<file path="src/core/snf_consts.svh">
// Feature addresses, bit positions, reset values and counts of the feature bank.
`ifndef SNF_CONSTS_SVH
`define SNF_CONSTS_SVH

`define SNF_ADDR_READ_FEAT   8'hB0
`define SNF_ADDR_DRIVE_TIME  8'hD0
`define SNF_ADDR_LOCK_LOAD   8'h60

`define SNF_BIT_OTA_LOCK     7
`define SNF_BIT_OTA_ACCESS   6
`define SNF_BIT_CORR_ON      4
`define SNF_BIT_NORMAL_READ  3
`define SNF_BIT_QUAD_ALLOW   0
`define SNF_BIT_DRIVE_HI     6
`define SNF_BIT_DRIVE_LO     5
`define SNF_BIT_LEARN_ON     3
`define SNF_BIT_DUMMY_EXT    2
`define SNF_BIT_LOCK_DOWN    3
`define SNF_BIT_CONT_ADJ     2
`define SNF_BIT_AUTO_LOAD    1

`define SNF_RST_CORR_ON      1'b1
`define SNF_RST_NORMAL_READ  1'b1
`define SNF_RST_QUAD_ALLOW   1'b1
`define SNF_RST_ZERO_BIT     1'b0
`define SNF_RST_DRIVE        2'h0

`define SNF_CMD_DTR_QUAD_4B  8'hED
`define SNF_CMD_DTR_QUAD     8'hEE
`define SNF_CMD_DUAL_IO      8'hBB
`define SNF_CMD_QUAD_IO      8'hEB

`define SNF_MAIN_BYTES       2048
`define SNF_SPARE_BYTES      128
`define SNF_DUMMY_BASE       8
`define SNF_DUMMY_EXT        10
`define SNF_DUMMY_CONT_ADJ   2

`endif

</file>
<file path="src/core/snf_pkg.sv">
// Types shared by the feature bank and its cache column walker.
package snf_pkg;
    typedef enum logic {
        SNF_COL_IDLE,
        SNF_COL_STREAM
    } snf_col_state_t;
endpackage

</file>
<file path="src/core/snf_cache_column.sv">
// Cache column walker that wraps per the selected read mode.
`timescale 1ns/1ps
`include "snf_consts.svh"

module snf_cache_column
    import snf_pkg::*;
#(
    parameter int MAIN_BYTES  = `SNF_MAIN_BYTES,
    parameter int SPARE_BYTES = `SNF_SPARE_BYTES
)
(
    input  wire logic        clk,
    input  wire logic        rst_n,
    input  wire logic        start,
    input  wire logic [11:0] startCol,
    input  wire logic        advance,
    input  wire logic        abort,
    input  wire logic        normalMode,
    output logic      [11:0] column,
    output logic             nextPage,
    output logic             active
);
    localparam logic [11:0] LastNormal = 12'(MAIN_BYTES + SPARE_BYTES - 1);
    localparam logic [11:0] LastMain   = 12'(MAIN_BYTES - 1);

    snf_col_state_t state;
    snf_col_state_t next_state;
    logic [11:0]    next_column;
    logic           next_nextPage;

    always_comb
    begin
        next_state    = state;
        next_column   = column;
        next_nextPage = 1'b0;
        case (state)
            SNF_COL_IDLE:
            begin
                if (start)
                begin
                    next_state = SNF_COL_STREAM;
                    if (!normalMode)
                        next_column = 12'h0000;
                    else if (startCol > LastNormal)
                        next_column = 12'h0000;
                    else
                        next_column = startCol;
                end
            end
            SNF_COL_STREAM:
            begin
                if (abort)
                    next_state = SNF_COL_IDLE;
                else if (advance)
                begin
                    if (normalMode)
                        next_column = (column == LastNormal) ? 12'h0000 : column + 12'h0001;
                    else if (column == LastMain)
                    begin
                        next_column   = 12'h0000;
                        next_nextPage = 1'b1;
                    end
                    else
                        next_column = column + 12'h0001;
                end
            end
            default: next_state = SNF_COL_IDLE;
        endcase
    end

    always_ff @(posedge clk or negedge rst_n)
    begin
        if (!rst_n)
        begin
            state    <= SNF_COL_IDLE;
            column   <= 12'h0000;
            nextPage <= 1'b0;
        end
        else
        begin
            state    <= next_state;
            column   <= next_column;
            nextPage <= next_nextPage;
        end
    end

    assign active = (state == SNF_COL_STREAM);
endmodule // snf_cache_column

</file>
<file path="src/core/snf_config_bank.sv">
// Volatile configuration feature registers of a serial NAND device.
`timescale 1ns/1ps
`include "snf_consts.svh"

// Behaviour
// Internal correction runs while bit set; resets 1.
// Host writes correction bit by feature set.
// Normal read when 1 (reset), continuous when 0.
// Host may switch read mode at run time.
// Quad operations allowed only while quad bit set.
// Learning pattern only for EDh, EEh when on.
// Dummy extend alters counts for BBh, EBh only.
// Drive strength from two bits, both reset 0.
// Lock-down blocks protection register changes.
// Lock-down resets 0; software cannot clear it.
// Continuous-mode dummy adjust matches normal timing.
// Auto next page load during reads when set; the code requests it in normal read mode only.
// One-time area access from lock and access bits.
// Soft reset leaves every bit unchanged.
// Normal mode streams 2176 bytes, wraps to 0.
// Continuous mode streams 2048 bytes, next page.
// Host writes zeros to reserved bits.
// Host keeps bit 0 of address 60h zero.
// Dummy counts held as parameters.
module snf_config_bank
    import snf_pkg::*;
#(
    parameter int DUMMY_BASE     = `SNF_DUMMY_BASE,
    parameter int DUMMY_EXT      = `SNF_DUMMY_EXT,
    parameter int DUMMY_CONT_ADJ = `SNF_DUMMY_CONT_ADJ
)
(
    input  wire logic        clk,
    input  wire logic        rst_n,
    input  wire logic        featSet,
    input  wire logic        featGet,
    input  wire logic [7:0]  featAddr,
    input  wire logic [7:0]  featWrData,
    output logic      [7:0]  featRdData,
    output logic             featRdValid,
    input  wire logic        softReset,
    input  wire logic        cmdValid,
    input  wire logic [7:0]  cmdCode,
    output logic      [4:0]  dummyClocks,
    output logic             learnPatternActive,
    input  wire logic        quadOpReq,
    output logic             quadOpGrant,
    input  wire logic        protWriteReq,
    output logic             protWriteGrant,
    input  wire logic        readStart,
    input  wire logic [11:0] readCol,
    input  wire logic        readAdvance,
    output logic      [11:0] readColumn,
    output logic             readNextPage,
    output logic             readActive,
    output logic             autoLoadRequest,
    output logic             oneTimeAreaOpen,
    output logic             oneTimeAreaWritable,
    output logic             internalCorrectionOn,
    output logic             normalReadSelect,
    output logic             quadIoAllow,
    output logic             learningPatternOn,
    output logic             dummyClockExtend,
    output logic      [1:0]  driveStrength,
    output logic             protectLockDown,
    output logic             contReadDummyAdjust,
    output logic             autoNextPageLoad,
    output logic             oneTimeAreaLock,
    output logic             oneTimeAreaAccess
);
    logic       next_internalCorrectionOn;
    logic       next_normalReadSelect;
    logic       next_quadIoAllow;
    logic       next_learningPatternOn;
    logic       next_dummyClockExtend;
    logic [1:0] next_driveStrength;
    logic       next_protectLockDown;
    logic       next_contReadDummyAdjust;
    logic       next_autoNextPageLoad;
    logic       next_oneTimeAreaLock;
    logic       next_oneTimeAreaAccess;
    logic [7:0] next_featRdData;
    logic       next_featRdValid;
    logic [4:0] next_dummyClocks;
    logic       next_learnPatternActive;
    logic       wrRead;
    logic       wrDrive;
    logic       wrLock;
    logic [7:0] rdMux;
    logic [4:0] dummySel;
    logic       dtrCmd;
    logic       extCmd;

    assign wrRead  = featSet && featAddr == `SNF_ADDR_READ_FEAT;
    assign wrDrive = featSet && featAddr == `SNF_ADDR_DRIVE_TIME;
    assign wrLock  = featSet && featAddr == `SNF_ADDR_LOCK_LOAD;

    // Configuration bits; soft reset deliberately has no path into them.
    always_comb
    begin
        next_internalCorrectionOn = internalCorrectionOn;
        next_normalReadSelect     = normalReadSelect;
        next_quadIoAllow          = quadIoAllow;
        next_oneTimeAreaAccess    = oneTimeAreaAccess;
        next_oneTimeAreaLock      = oneTimeAreaLock;
        next_learningPatternOn    = learningPatternOn;
        next_dummyClockExtend     = dummyClockExtend;
        next_driveStrength        = driveStrength;
        next_protectLockDown      = protectLockDown;
        next_contReadDummyAdjust  = contReadDummyAdjust;
        next_autoNextPageLoad     = autoNextPageLoad;
        if (wrRead)
        begin
            next_internalCorrectionOn = featWrData[`SNF_BIT_CORR_ON];
            next_normalReadSelect     = featWrData[`SNF_BIT_NORMAL_READ];
            next_quadIoAllow          = featWrData[`SNF_BIT_QUAD_ALLOW];
            next_oneTimeAreaAccess    = featWrData[`SNF_BIT_OTA_ACCESS];
            // The lock bit only programs while the area is open, and never unprograms.
            if (oneTimeAreaAccess && featWrData[`SNF_BIT_OTA_LOCK])
                next_oneTimeAreaLock = 1'b1;
        end
        if (wrDrive)
        begin
            next_learningPatternOn = featWrData[`SNF_BIT_LEARN_ON];
            next_dummyClockExtend  = featWrData[`SNF_BIT_DUMMY_EXT];
            next_driveStrength     = {featWrData[`SNF_BIT_DRIVE_HI],
                                      featWrData[`SNF_BIT_DRIVE_LO]};
        end
        if (wrLock)
        begin
            // Writing 0 cannot clear the lock-down; only power-on reset does.
            next_protectLockDown     = protectLockDown | featWrData[`SNF_BIT_LOCK_DOWN];
            next_contReadDummyAdjust = featWrData[`SNF_BIT_CONT_ADJ];
            next_autoNextPageLoad    = featWrData[`SNF_BIT_AUTO_LOAD];
        end
    end

    always_ff @(posedge clk or negedge rst_n)
    begin
        if (!rst_n)
        begin
            internalCorrectionOn <= `SNF_RST_CORR_ON;
            normalReadSelect     <= `SNF_RST_NORMAL_READ;
            quadIoAllow          <= `SNF_RST_QUAD_ALLOW;
            oneTimeAreaAccess    <= `SNF_RST_ZERO_BIT;
            oneTimeAreaLock      <= `SNF_RST_ZERO_BIT;
            learningPatternOn    <= `SNF_RST_ZERO_BIT;
            dummyClockExtend     <= `SNF_RST_ZERO_BIT;
            driveStrength        <= `SNF_RST_DRIVE;
            protectLockDown      <= `SNF_RST_ZERO_BIT;
            contReadDummyAdjust  <= `SNF_RST_ZERO_BIT;
            autoNextPageLoad     <= `SNF_RST_ZERO_BIT;
        end
        else
        begin
            internalCorrectionOn <= next_internalCorrectionOn;
            normalReadSelect     <= next_normalReadSelect;
            quadIoAllow          <= next_quadIoAllow;
            oneTimeAreaAccess    <= next_oneTimeAreaAccess;
            oneTimeAreaLock      <= next_oneTimeAreaLock;
            learningPatternOn    <= next_learningPatternOn;
            dummyClockExtend     <= next_dummyClockExtend;
            driveStrength        <= next_driveStrength;
            protectLockDown      <= next_protectLockDown;
            contReadDummyAdjust  <= next_contReadDummyAdjust;
            autoNextPageLoad     <= next_autoNextPageLoad;
        end
    end

    // Read-back: undefined and reserved positions, including bit 0 of 60h, read zero.
    always_comb
    begin
        rdMux = 8'h00;
        case (featAddr)
            `SNF_ADDR_READ_FEAT:
            begin
                rdMux[`SNF_BIT_OTA_LOCK]    = oneTimeAreaLock;
                rdMux[`SNF_BIT_OTA_ACCESS]  = oneTimeAreaAccess;
                rdMux[`SNF_BIT_CORR_ON]     = internalCorrectionOn;
                rdMux[`SNF_BIT_NORMAL_READ] = normalReadSelect;
                rdMux[`SNF_BIT_QUAD_ALLOW]  = quadIoAllow;
            end
            `SNF_ADDR_DRIVE_TIME:
            begin
                rdMux[`SNF_BIT_DRIVE_HI]  = driveStrength[1];
                rdMux[`SNF_BIT_DRIVE_LO]  = driveStrength[0];
                rdMux[`SNF_BIT_LEARN_ON]  = learningPatternOn;
                rdMux[`SNF_BIT_DUMMY_EXT] = dummyClockExtend;
            end
            `SNF_ADDR_LOCK_LOAD:
            begin
                rdMux[`SNF_BIT_LOCK_DOWN] = protectLockDown;
                rdMux[`SNF_BIT_CONT_ADJ]  = contReadDummyAdjust;
                rdMux[`SNF_BIT_AUTO_LOAD] = autoNextPageLoad;
            end
            default: rdMux = 8'h00;
        endcase
    end

    // Per-command decisions are latched when a read command is decoded.
    always_comb
    begin
        dtrCmd   = cmdCode == `SNF_CMD_DTR_QUAD_4B || cmdCode == `SNF_CMD_DTR_QUAD;
        extCmd   = cmdCode == `SNF_CMD_DUAL_IO || cmdCode == `SNF_CMD_QUAD_IO;
        dummySel = (extCmd && dummyClockExtend) ? 5'(DUMMY_EXT) : 5'(DUMMY_BASE);
        if (!normalReadSelect && contReadDummyAdjust)
            dummySel = dummySel + 5'(DUMMY_CONT_ADJ);
        next_featRdData         = featGet ? rdMux : featRdData;
        next_featRdValid        = featGet;
        next_dummyClocks        = cmdValid ? dummySel : dummyClocks;
        next_learnPatternActive = cmdValid ? (dtrCmd && learningPatternOn)
                                           : learnPatternActive;
    end

    always_ff @(posedge clk or negedge rst_n)
    begin
        if (!rst_n)
        begin
            featRdData         <= 8'h00;
            featRdValid        <= 1'b0;
            dummyClocks        <= 5'(DUMMY_BASE);
            learnPatternActive <= 1'b0;
        end
        else
        begin
            featRdData         <= next_featRdData;
            featRdValid        <= next_featRdValid;
            dummyClocks        <= next_dummyClocks;
            learnPatternActive <= next_learnPatternActive;
        end
    end

    assign quadOpGrant         = quadOpReq && quadIoAllow;
    assign protWriteGrant      = protWriteReq && !protectLockDown;
    assign oneTimeAreaOpen     = oneTimeAreaAccess;
    assign oneTimeAreaWritable = oneTimeAreaAccess && !oneTimeAreaLock;
    // Automatic loading is offered only in normal read mode.
    assign autoLoadRequest     = autoNextPageLoad && normalReadSelect && readActive;

    snf_cache_column u_column (
        .clk        (clk),
        .rst_n      (rst_n),
        .start      (readStart),
        .startCol   (readCol),
        .advance    (readAdvance),
        .abort      (softReset),
        .normalMode (normalReadSelect),
        .column     (readColumn),
        .nextPage   (readNextPage),
        .active     (readActive)
    );
endmodule // snf_config_bank

</file>
<file path="config.mk">
export PLATFORM = sky130hd
export DESIGN_NAME = snf_config_bank
export DESIGN_NICKNAME = d
export VERILOG_FILES = /design/src/core/snf_pkg.sv /design/src/core/snf_cache_column.sv /design/src/core/snf_config_bank.sv
export VERILOG_INCLUDE_DIRS = /design/src /design/src/core
export SDC_FILE = /design/constraint.sdc
export NUM_CORES = 1
export LEC_CHECK = 0
export BUFFER_PORTS_ARGS = -buffer_cell sky130_fd_sc_hd__buf_2
export CAP_MARGIN = 10
export CORE_ASPECT_RATIO = 1.75
export CORE_MARGIN = 2
export CORE_UTILIZATION = 40
export CTS_CLUSTER_DIAMETER = 60
export DETAILED_ROUTE_END_ITERATION = 8
export PLACE_DENSITY = 0.81
export SYNTH_ARGS = -nofsm -noshare
export SYNTH_HDL_FRONTEND = slang
export SYNTH_SLANG_ARGS = --single-unit
</file>
<file path="constraint.sdc">
create_clock -name clk -period 2.1 [get_ports clk]
set_clock_uncertainty 0.2 [all_clocks]
set_input_delay 0.105 -clock clk [delete_from_list [all_inputs] [get_ports clk]]
set_output_delay 0.105 -clock clk [all_outputs]
set_load 0.03 [all_outputs]
</file>
# Word-level counts from Yosys, hierarchy flattened
# Index checks and enable logic that the tools add are counted.
# classes
n_div,0
n_shift,0
muxes,27
eq_ne,12
magnitude_cmp,1
bitwise_logic,2
add_sub_neg,2
n_mul,0
reduce_logical,19
# ops
operator,n
12-bit two-way mux,8
"8-bit == test, second input constant",6
12-bit one-hot mux with 2 select lines,1
"12-bit by 1-bit adder with 12-bit output, second input constant",1
"12-bit by 11-bit == test with 1-bit output, second input constant",1
"12-bit == test, second input constant",1
"12-bit greater-than comparator, second input constant",1
1-bit logical AND,12
1-bit two-way mux,12
"8-bit by 7-bit == test with 1-bit output, second input constant",1
"2-bit inequality test, second input constant",3
1-bit one-hot mux with 2 select lines,3
"4-bit by 2-bit adder with 5-bit output, second input constant",1
5-bit two-way mux,1
1-bit logical NOT,3
1-bit one-hot mux with 3 select lines,1
3-bit AND reduction,1
1-bit logical OR,2
2-bit two-way mux,1
2-bit AND reduction,1
1-bit inverter,1
1-bit bitwise OR,1
# word_totals
inputBits,46
word_cells,81
romBits,0
regBits,41
ramBits,0
memories,0
latchBits,0

# Depth between registers and ports, before layout
# depth
word_depth,6
mapped_depth,7
depth_no_buf,6

# Modules after synthesis
# A second synthesis with hierarchy kept.
# unflattened
hier_cells,207
hier_area_um2,2094.5
# modules_own_cells
mod,cells_each,instances,area_each_um2
snf_config_bank,98,1,1127.3
snf_cache_column,109,1,967.2

# Worst setup path before layout
# Ideal clock, no wire load.
# synth_path
path_kind,reg2reg
start,register normalReadSelect
end,register u_column.column[0]
required_ns,1.770
n_path_buf,0
path_slack_ns,-0.013
arrival_ns,1.783
setup_time_ns,0.130
stages_incl_launch_ff,6
path_cell_list,dfstp_2 -> or4b_1 -> nor3_1 -> o211ai_2 -> a32oi_1 -> a21oi_1
# synth_between
elab_chain_len,4
word_cells_on_any_way,6
cone_classes,mux: 6
# synth_rtl
item,line_no,text
start: declaration,snf_config_bank.sv:60,"output logic normalReadSelect,"
start signal: assignment,snf_config_bank.sv:143,normalReadSelect <= `SNF_RST_NORMAL_READ;
start signal: assignment,snf_config_bank.sv:157,normalReadSelect <= next_normalReadSelect;
12-bit two-way mux,snf_cache_column.sv:56,if (normalMode)
12-bit two-way mux,snf_cache_column.sv:54,else if (advance)
12-bit two-way mux,snf_cache_column.sv:52,if (abort)
12-bit one-hot mux with 2 select lines *,snf_cache_column.sv:36,case (state)
end signal: assignment,snf_cache_column.sv:82,column <= next_column;
end: declaration,snf_cache_column.sv:19,"output logic [11:0] column,"
# Mark *: on every way between the ends. The rest lies on a longest branch, timed or not. The select of a mux whose other input is x is not followed.
# A chain may end at the register's enable or synchronous reset.

# Worst setup path in the final report
# layout_path
start,register normalReadSelect
end,register u_column.column[1]
# The elaborated chain is that of the path after synthesis.

==> impl_metrics.ini <==
[route]
drt_iter0_drc = 74
postRouteWirelength_um = 6224
m1WireLength_um = 2203
drc = 0
wl_met3_um = 343
avgRoutedWirePerCell_um = 16.00
top_layer_used = met4
drtPass1Iterations = 4
wl_met2_um = 3448
ant_nets = 0
vias_per_cell = 5.545
vias = 2157

[critical_path]
cp-endpoint = u_column.column[1]
r2r_slack_ns = 0.05
rr_endpoint = u_column.column[1]
worstPathArrival_ns = 2.01
crit_type = reg -> reg
r2r_cells = 5
critPathLaunch = normalReadSelect
start_kind = flop
end_kind = flop
path_max_fanout = 7
required_ns = 2.06
reg2reg_from = normalReadSelect

[synth]
synth_cell_types = 52
synthFlopType = dfrtp_1
syn_inst = 207
ys_seq_elements = 38
synth_edf_count = 0
ys_seq_area_share_pct = 46.30
syn_area_per_cell_um2 = 9.961
ys_warn_count = 0
postSynth.asyncResetShare_pct = 100.0
synthesis.area_um2 = 2062

[cts]
clock_latency_ns = 0.29
cts.htree.levels = 2
cts_tree = done
clk_pin_slew_ns = 0.08
clock-sinks = 38
cts_root_buf = clkbuf_8
clockBufferDepth = 2
cts_buffers = 5

[power_and_ir_drop]
p_switching_uw = 907.1
power_density_nw_per_um2 = 791.6
combPwrFrac_pct = 35.2
seq_power_share_pct = 39.4
leakage_nw = 1.537
ir_worst_vdd_uv = 627.8
p_int_mw = 1.506
p_total_mw = 2.413
netSwitchingFraction_pct = 37.60
clockPowerShare_pct = 25.4

[floorplan]
die_h_um = 98.98
rows = 34
dieArea_um2 = 5768
start_util_pct = 41.43
die_w_um = 58.28
num_io_pins = 92
core_area_um2 = 4977

[placed_design]
gp_routability_congestion = 0.8798
pre_cts_ws_ns = 0.02822
hpwl_um = 4648
portBuffers = 88

[job]
max_cap_viol_count = 0

[final_layout]
register_area_um2 = 954.7
area_growth_pct = 47.82
n_antenna_cell = 0
multi_input_area_um2 = 1052
nets = 382
n_fill_cell = 413
drive_above_1_share_pct = 42.99

[sta]
worst_slack_ns = 0.04506
period_share_pct = 97.85
max_slew_margin_pct = 63.28
slew_viol_final = 0
fin_crit_ns = 2.055
finalHoldWorstSlack_ns = 0.03283
finalHoldViolCount = 0
worst_slew_pin_slew_ns = 0.5508
final-setup-viol-count = 0
max_freq_ghz = 0.4866

[global_route]
globalRouteTotalUtil_pct = 21.83
grt_pass1_wl_um = 9694
grt_max_degree = 24
grt_pass1_vias = 2124
grt_overflow_total = 0
antenna_found_initial = 0

[run_status]
status = complete, no violations

[hold_path]
min-delay-path-class = in -> reg
[flip-flops by register name, indices dropped and copies added, names as in the netlist, 2 cells and up]
name             flops
dummyClocks          2
driveStrength        2
u_column.column     12
featRdData           8
[kinds of logic (layout without fill, tap and decap cells)]
logic type / after synthesis / count (layout) / share of synthesized area [%]
AND/OR/NAND/NOR: 83 / 83 / 24.21
XOR/XNOR: 2 / 2 / 0.8497
other: 2 / 3 / 0.3642
multiplexers: 13 / 13 / 7.828
buffers and inverters: 24 / 151 / 5.158
adder cells (fa/ha/maj): 2 / 2 / 1.213
AO/OA/AOI/OAI: 43 / 43 / 14.08
flip-flops: 38 / 38 / 46.30
[what timing repair did]
item                                    CTS  global route
hold buffers                             24             0
endpoints found under the hold margin    49             0
endpoints found under the setup margin    0             5
resized for setup                         0             7
setup buffers                             0             5
[worst max-delay path: stages (launching register included)]
cell	delay (ns)
dfstp_2	0.55
or4b_1	0.49
nor3_4	0.20
o211ai_4	0.15
a32oi_2	0.25
a21oi_1	0.10
[layout make-up]
type / count / share of cell area [%]
clock buffer: 5 / 2.258
clock inverter: 3 / 1.314
tap: 54 / 2.217
multi-input combinational: 146 / 34.52
inverter: 13 / 1.601
sequential: 38 / 31.32
timing repair buffer: 130 / 26.77
[metal layers]
metal | vias up | GRT usage, %
met1 | 1033 | 22.17
met5 | - | 0
met3 | 19 | 3.675
li1 | 1006 | -
met4 | 0 | 10.91
met2 | 99 | 40.71
[worst min-delay path by stage]
stage / end / cells past startpoint / slack [ns] / from
6_report: u_column.column[10] / 4 / 0.03 / readCol[10]
5_1_grt: u_column.column[7] / 4 / 0.05 / readCol[7]
4_1_cts: u_column.column[7] / 4 / 0.02 / readCol[7]
3_5_place_dp: dummyClockExtend / 1 / -0.08 / rst_n
3_3_place_gp: learnPatternActive / 1 / -0.08 / rst_n
2_1_floorplan: autoNextPageLoad / 0 / -0.39 / rst_n
[synth_stat cells, types with 2 or more instances]
cell type | n | area share, %
inv_1 | 13 | 2.4
a21oi_1 | 11 | 2.7
clkbuf_1 | 5 | 0.91
nor2_1 | 8 | 1.5
nand4_1 | 6 | 1.8
a31o_2 | 2 | 0.85
mux2_4 | 4 | 2.9
a32oi_1 | 3 | 1.3
ha_1 | 2 | 1.2
xnor2_1 | 2 | 0.85
nor4_1 | 2 | 0.61
buf_4 | 4 | 1.5
dfstp_2 | 3 | 3.8
nor2b_1 | 5 | 1.5
nand2_1 | 15 | 2.7
nand4b_1 | 2 | 0.85
conb_1 | 2 | 0.36
nor3_1 | 5 | 1.2
o21ai_0 | 9 | 2.2
nand3_1 | 14 | 3.4
and3_1 | 8 | 2.4
a22oi_1 | 2 | 0.73
dfrtp_1 | 35 | 42
and2_1 | 4 | 1.2
o211ai_1 | 3 | 1.1
o22ai_1 | 2 | 0.61
or3_1 | 2 | 0.61
a31oi_1 | 2 | 0.61
mux2_2 | 9 | 4.9
[layout by cell type, fill, tap and decap left out, types with 3 or more instances in the layout]
master / n
and3_1: 8
clkbuf_8: 5
o21ai_0: 9
nor2b_1: 5
dfstp_2: 3
a21oi_1: 11
nand3_1: 13
nand4_1: 6
and2_1: 4
nor2_1: 8
mux2_2: 9
buf_2: 88
dfrtp_1: 35
conb_1: 3
mux2_4: 4
inv_1: 13
buf_4: 18
nor3_1: 4
dlygate4sd3_1: 24
nand2_1: 14
o211ai_1: 3
[power groups by stage]
stage / combinational [mW] / sequential [mW] / clock (mW)
4_1_cts: 0.797 / 0.939 / 0.621
6_report: 0.849 / 0.950 / 0.613
5_1_grt: 0.917 / 0.964 / 0.656
3_5_place_dp: 0.760 / 0.950 / 0
2_1_floorplan: 0.241 / 1.14 / 0
3_3_place_gp: 0.751 / 0.943 / 0
[per-stage QoR]
| stage | instances | setup TNS, ns | util, % | area [um2] |
|---|---|---|---|---|
| final | 389 | 0 | 61.24 | 3048 |
| after global routing | 389 | -0.02726 | 61.24 | 3048 |
| after floorplan | 208 | 0 | - | 2071 |
| after CTS | 384 | 0 | 59.63 | 2968 |
| after global placement | 352 | 0 | 52.61 | 2619 |
| after detailed placement | 352 | 0 | 52.61 | 2619 |
No activity file was read; power rests on OpenSTA's default activity.
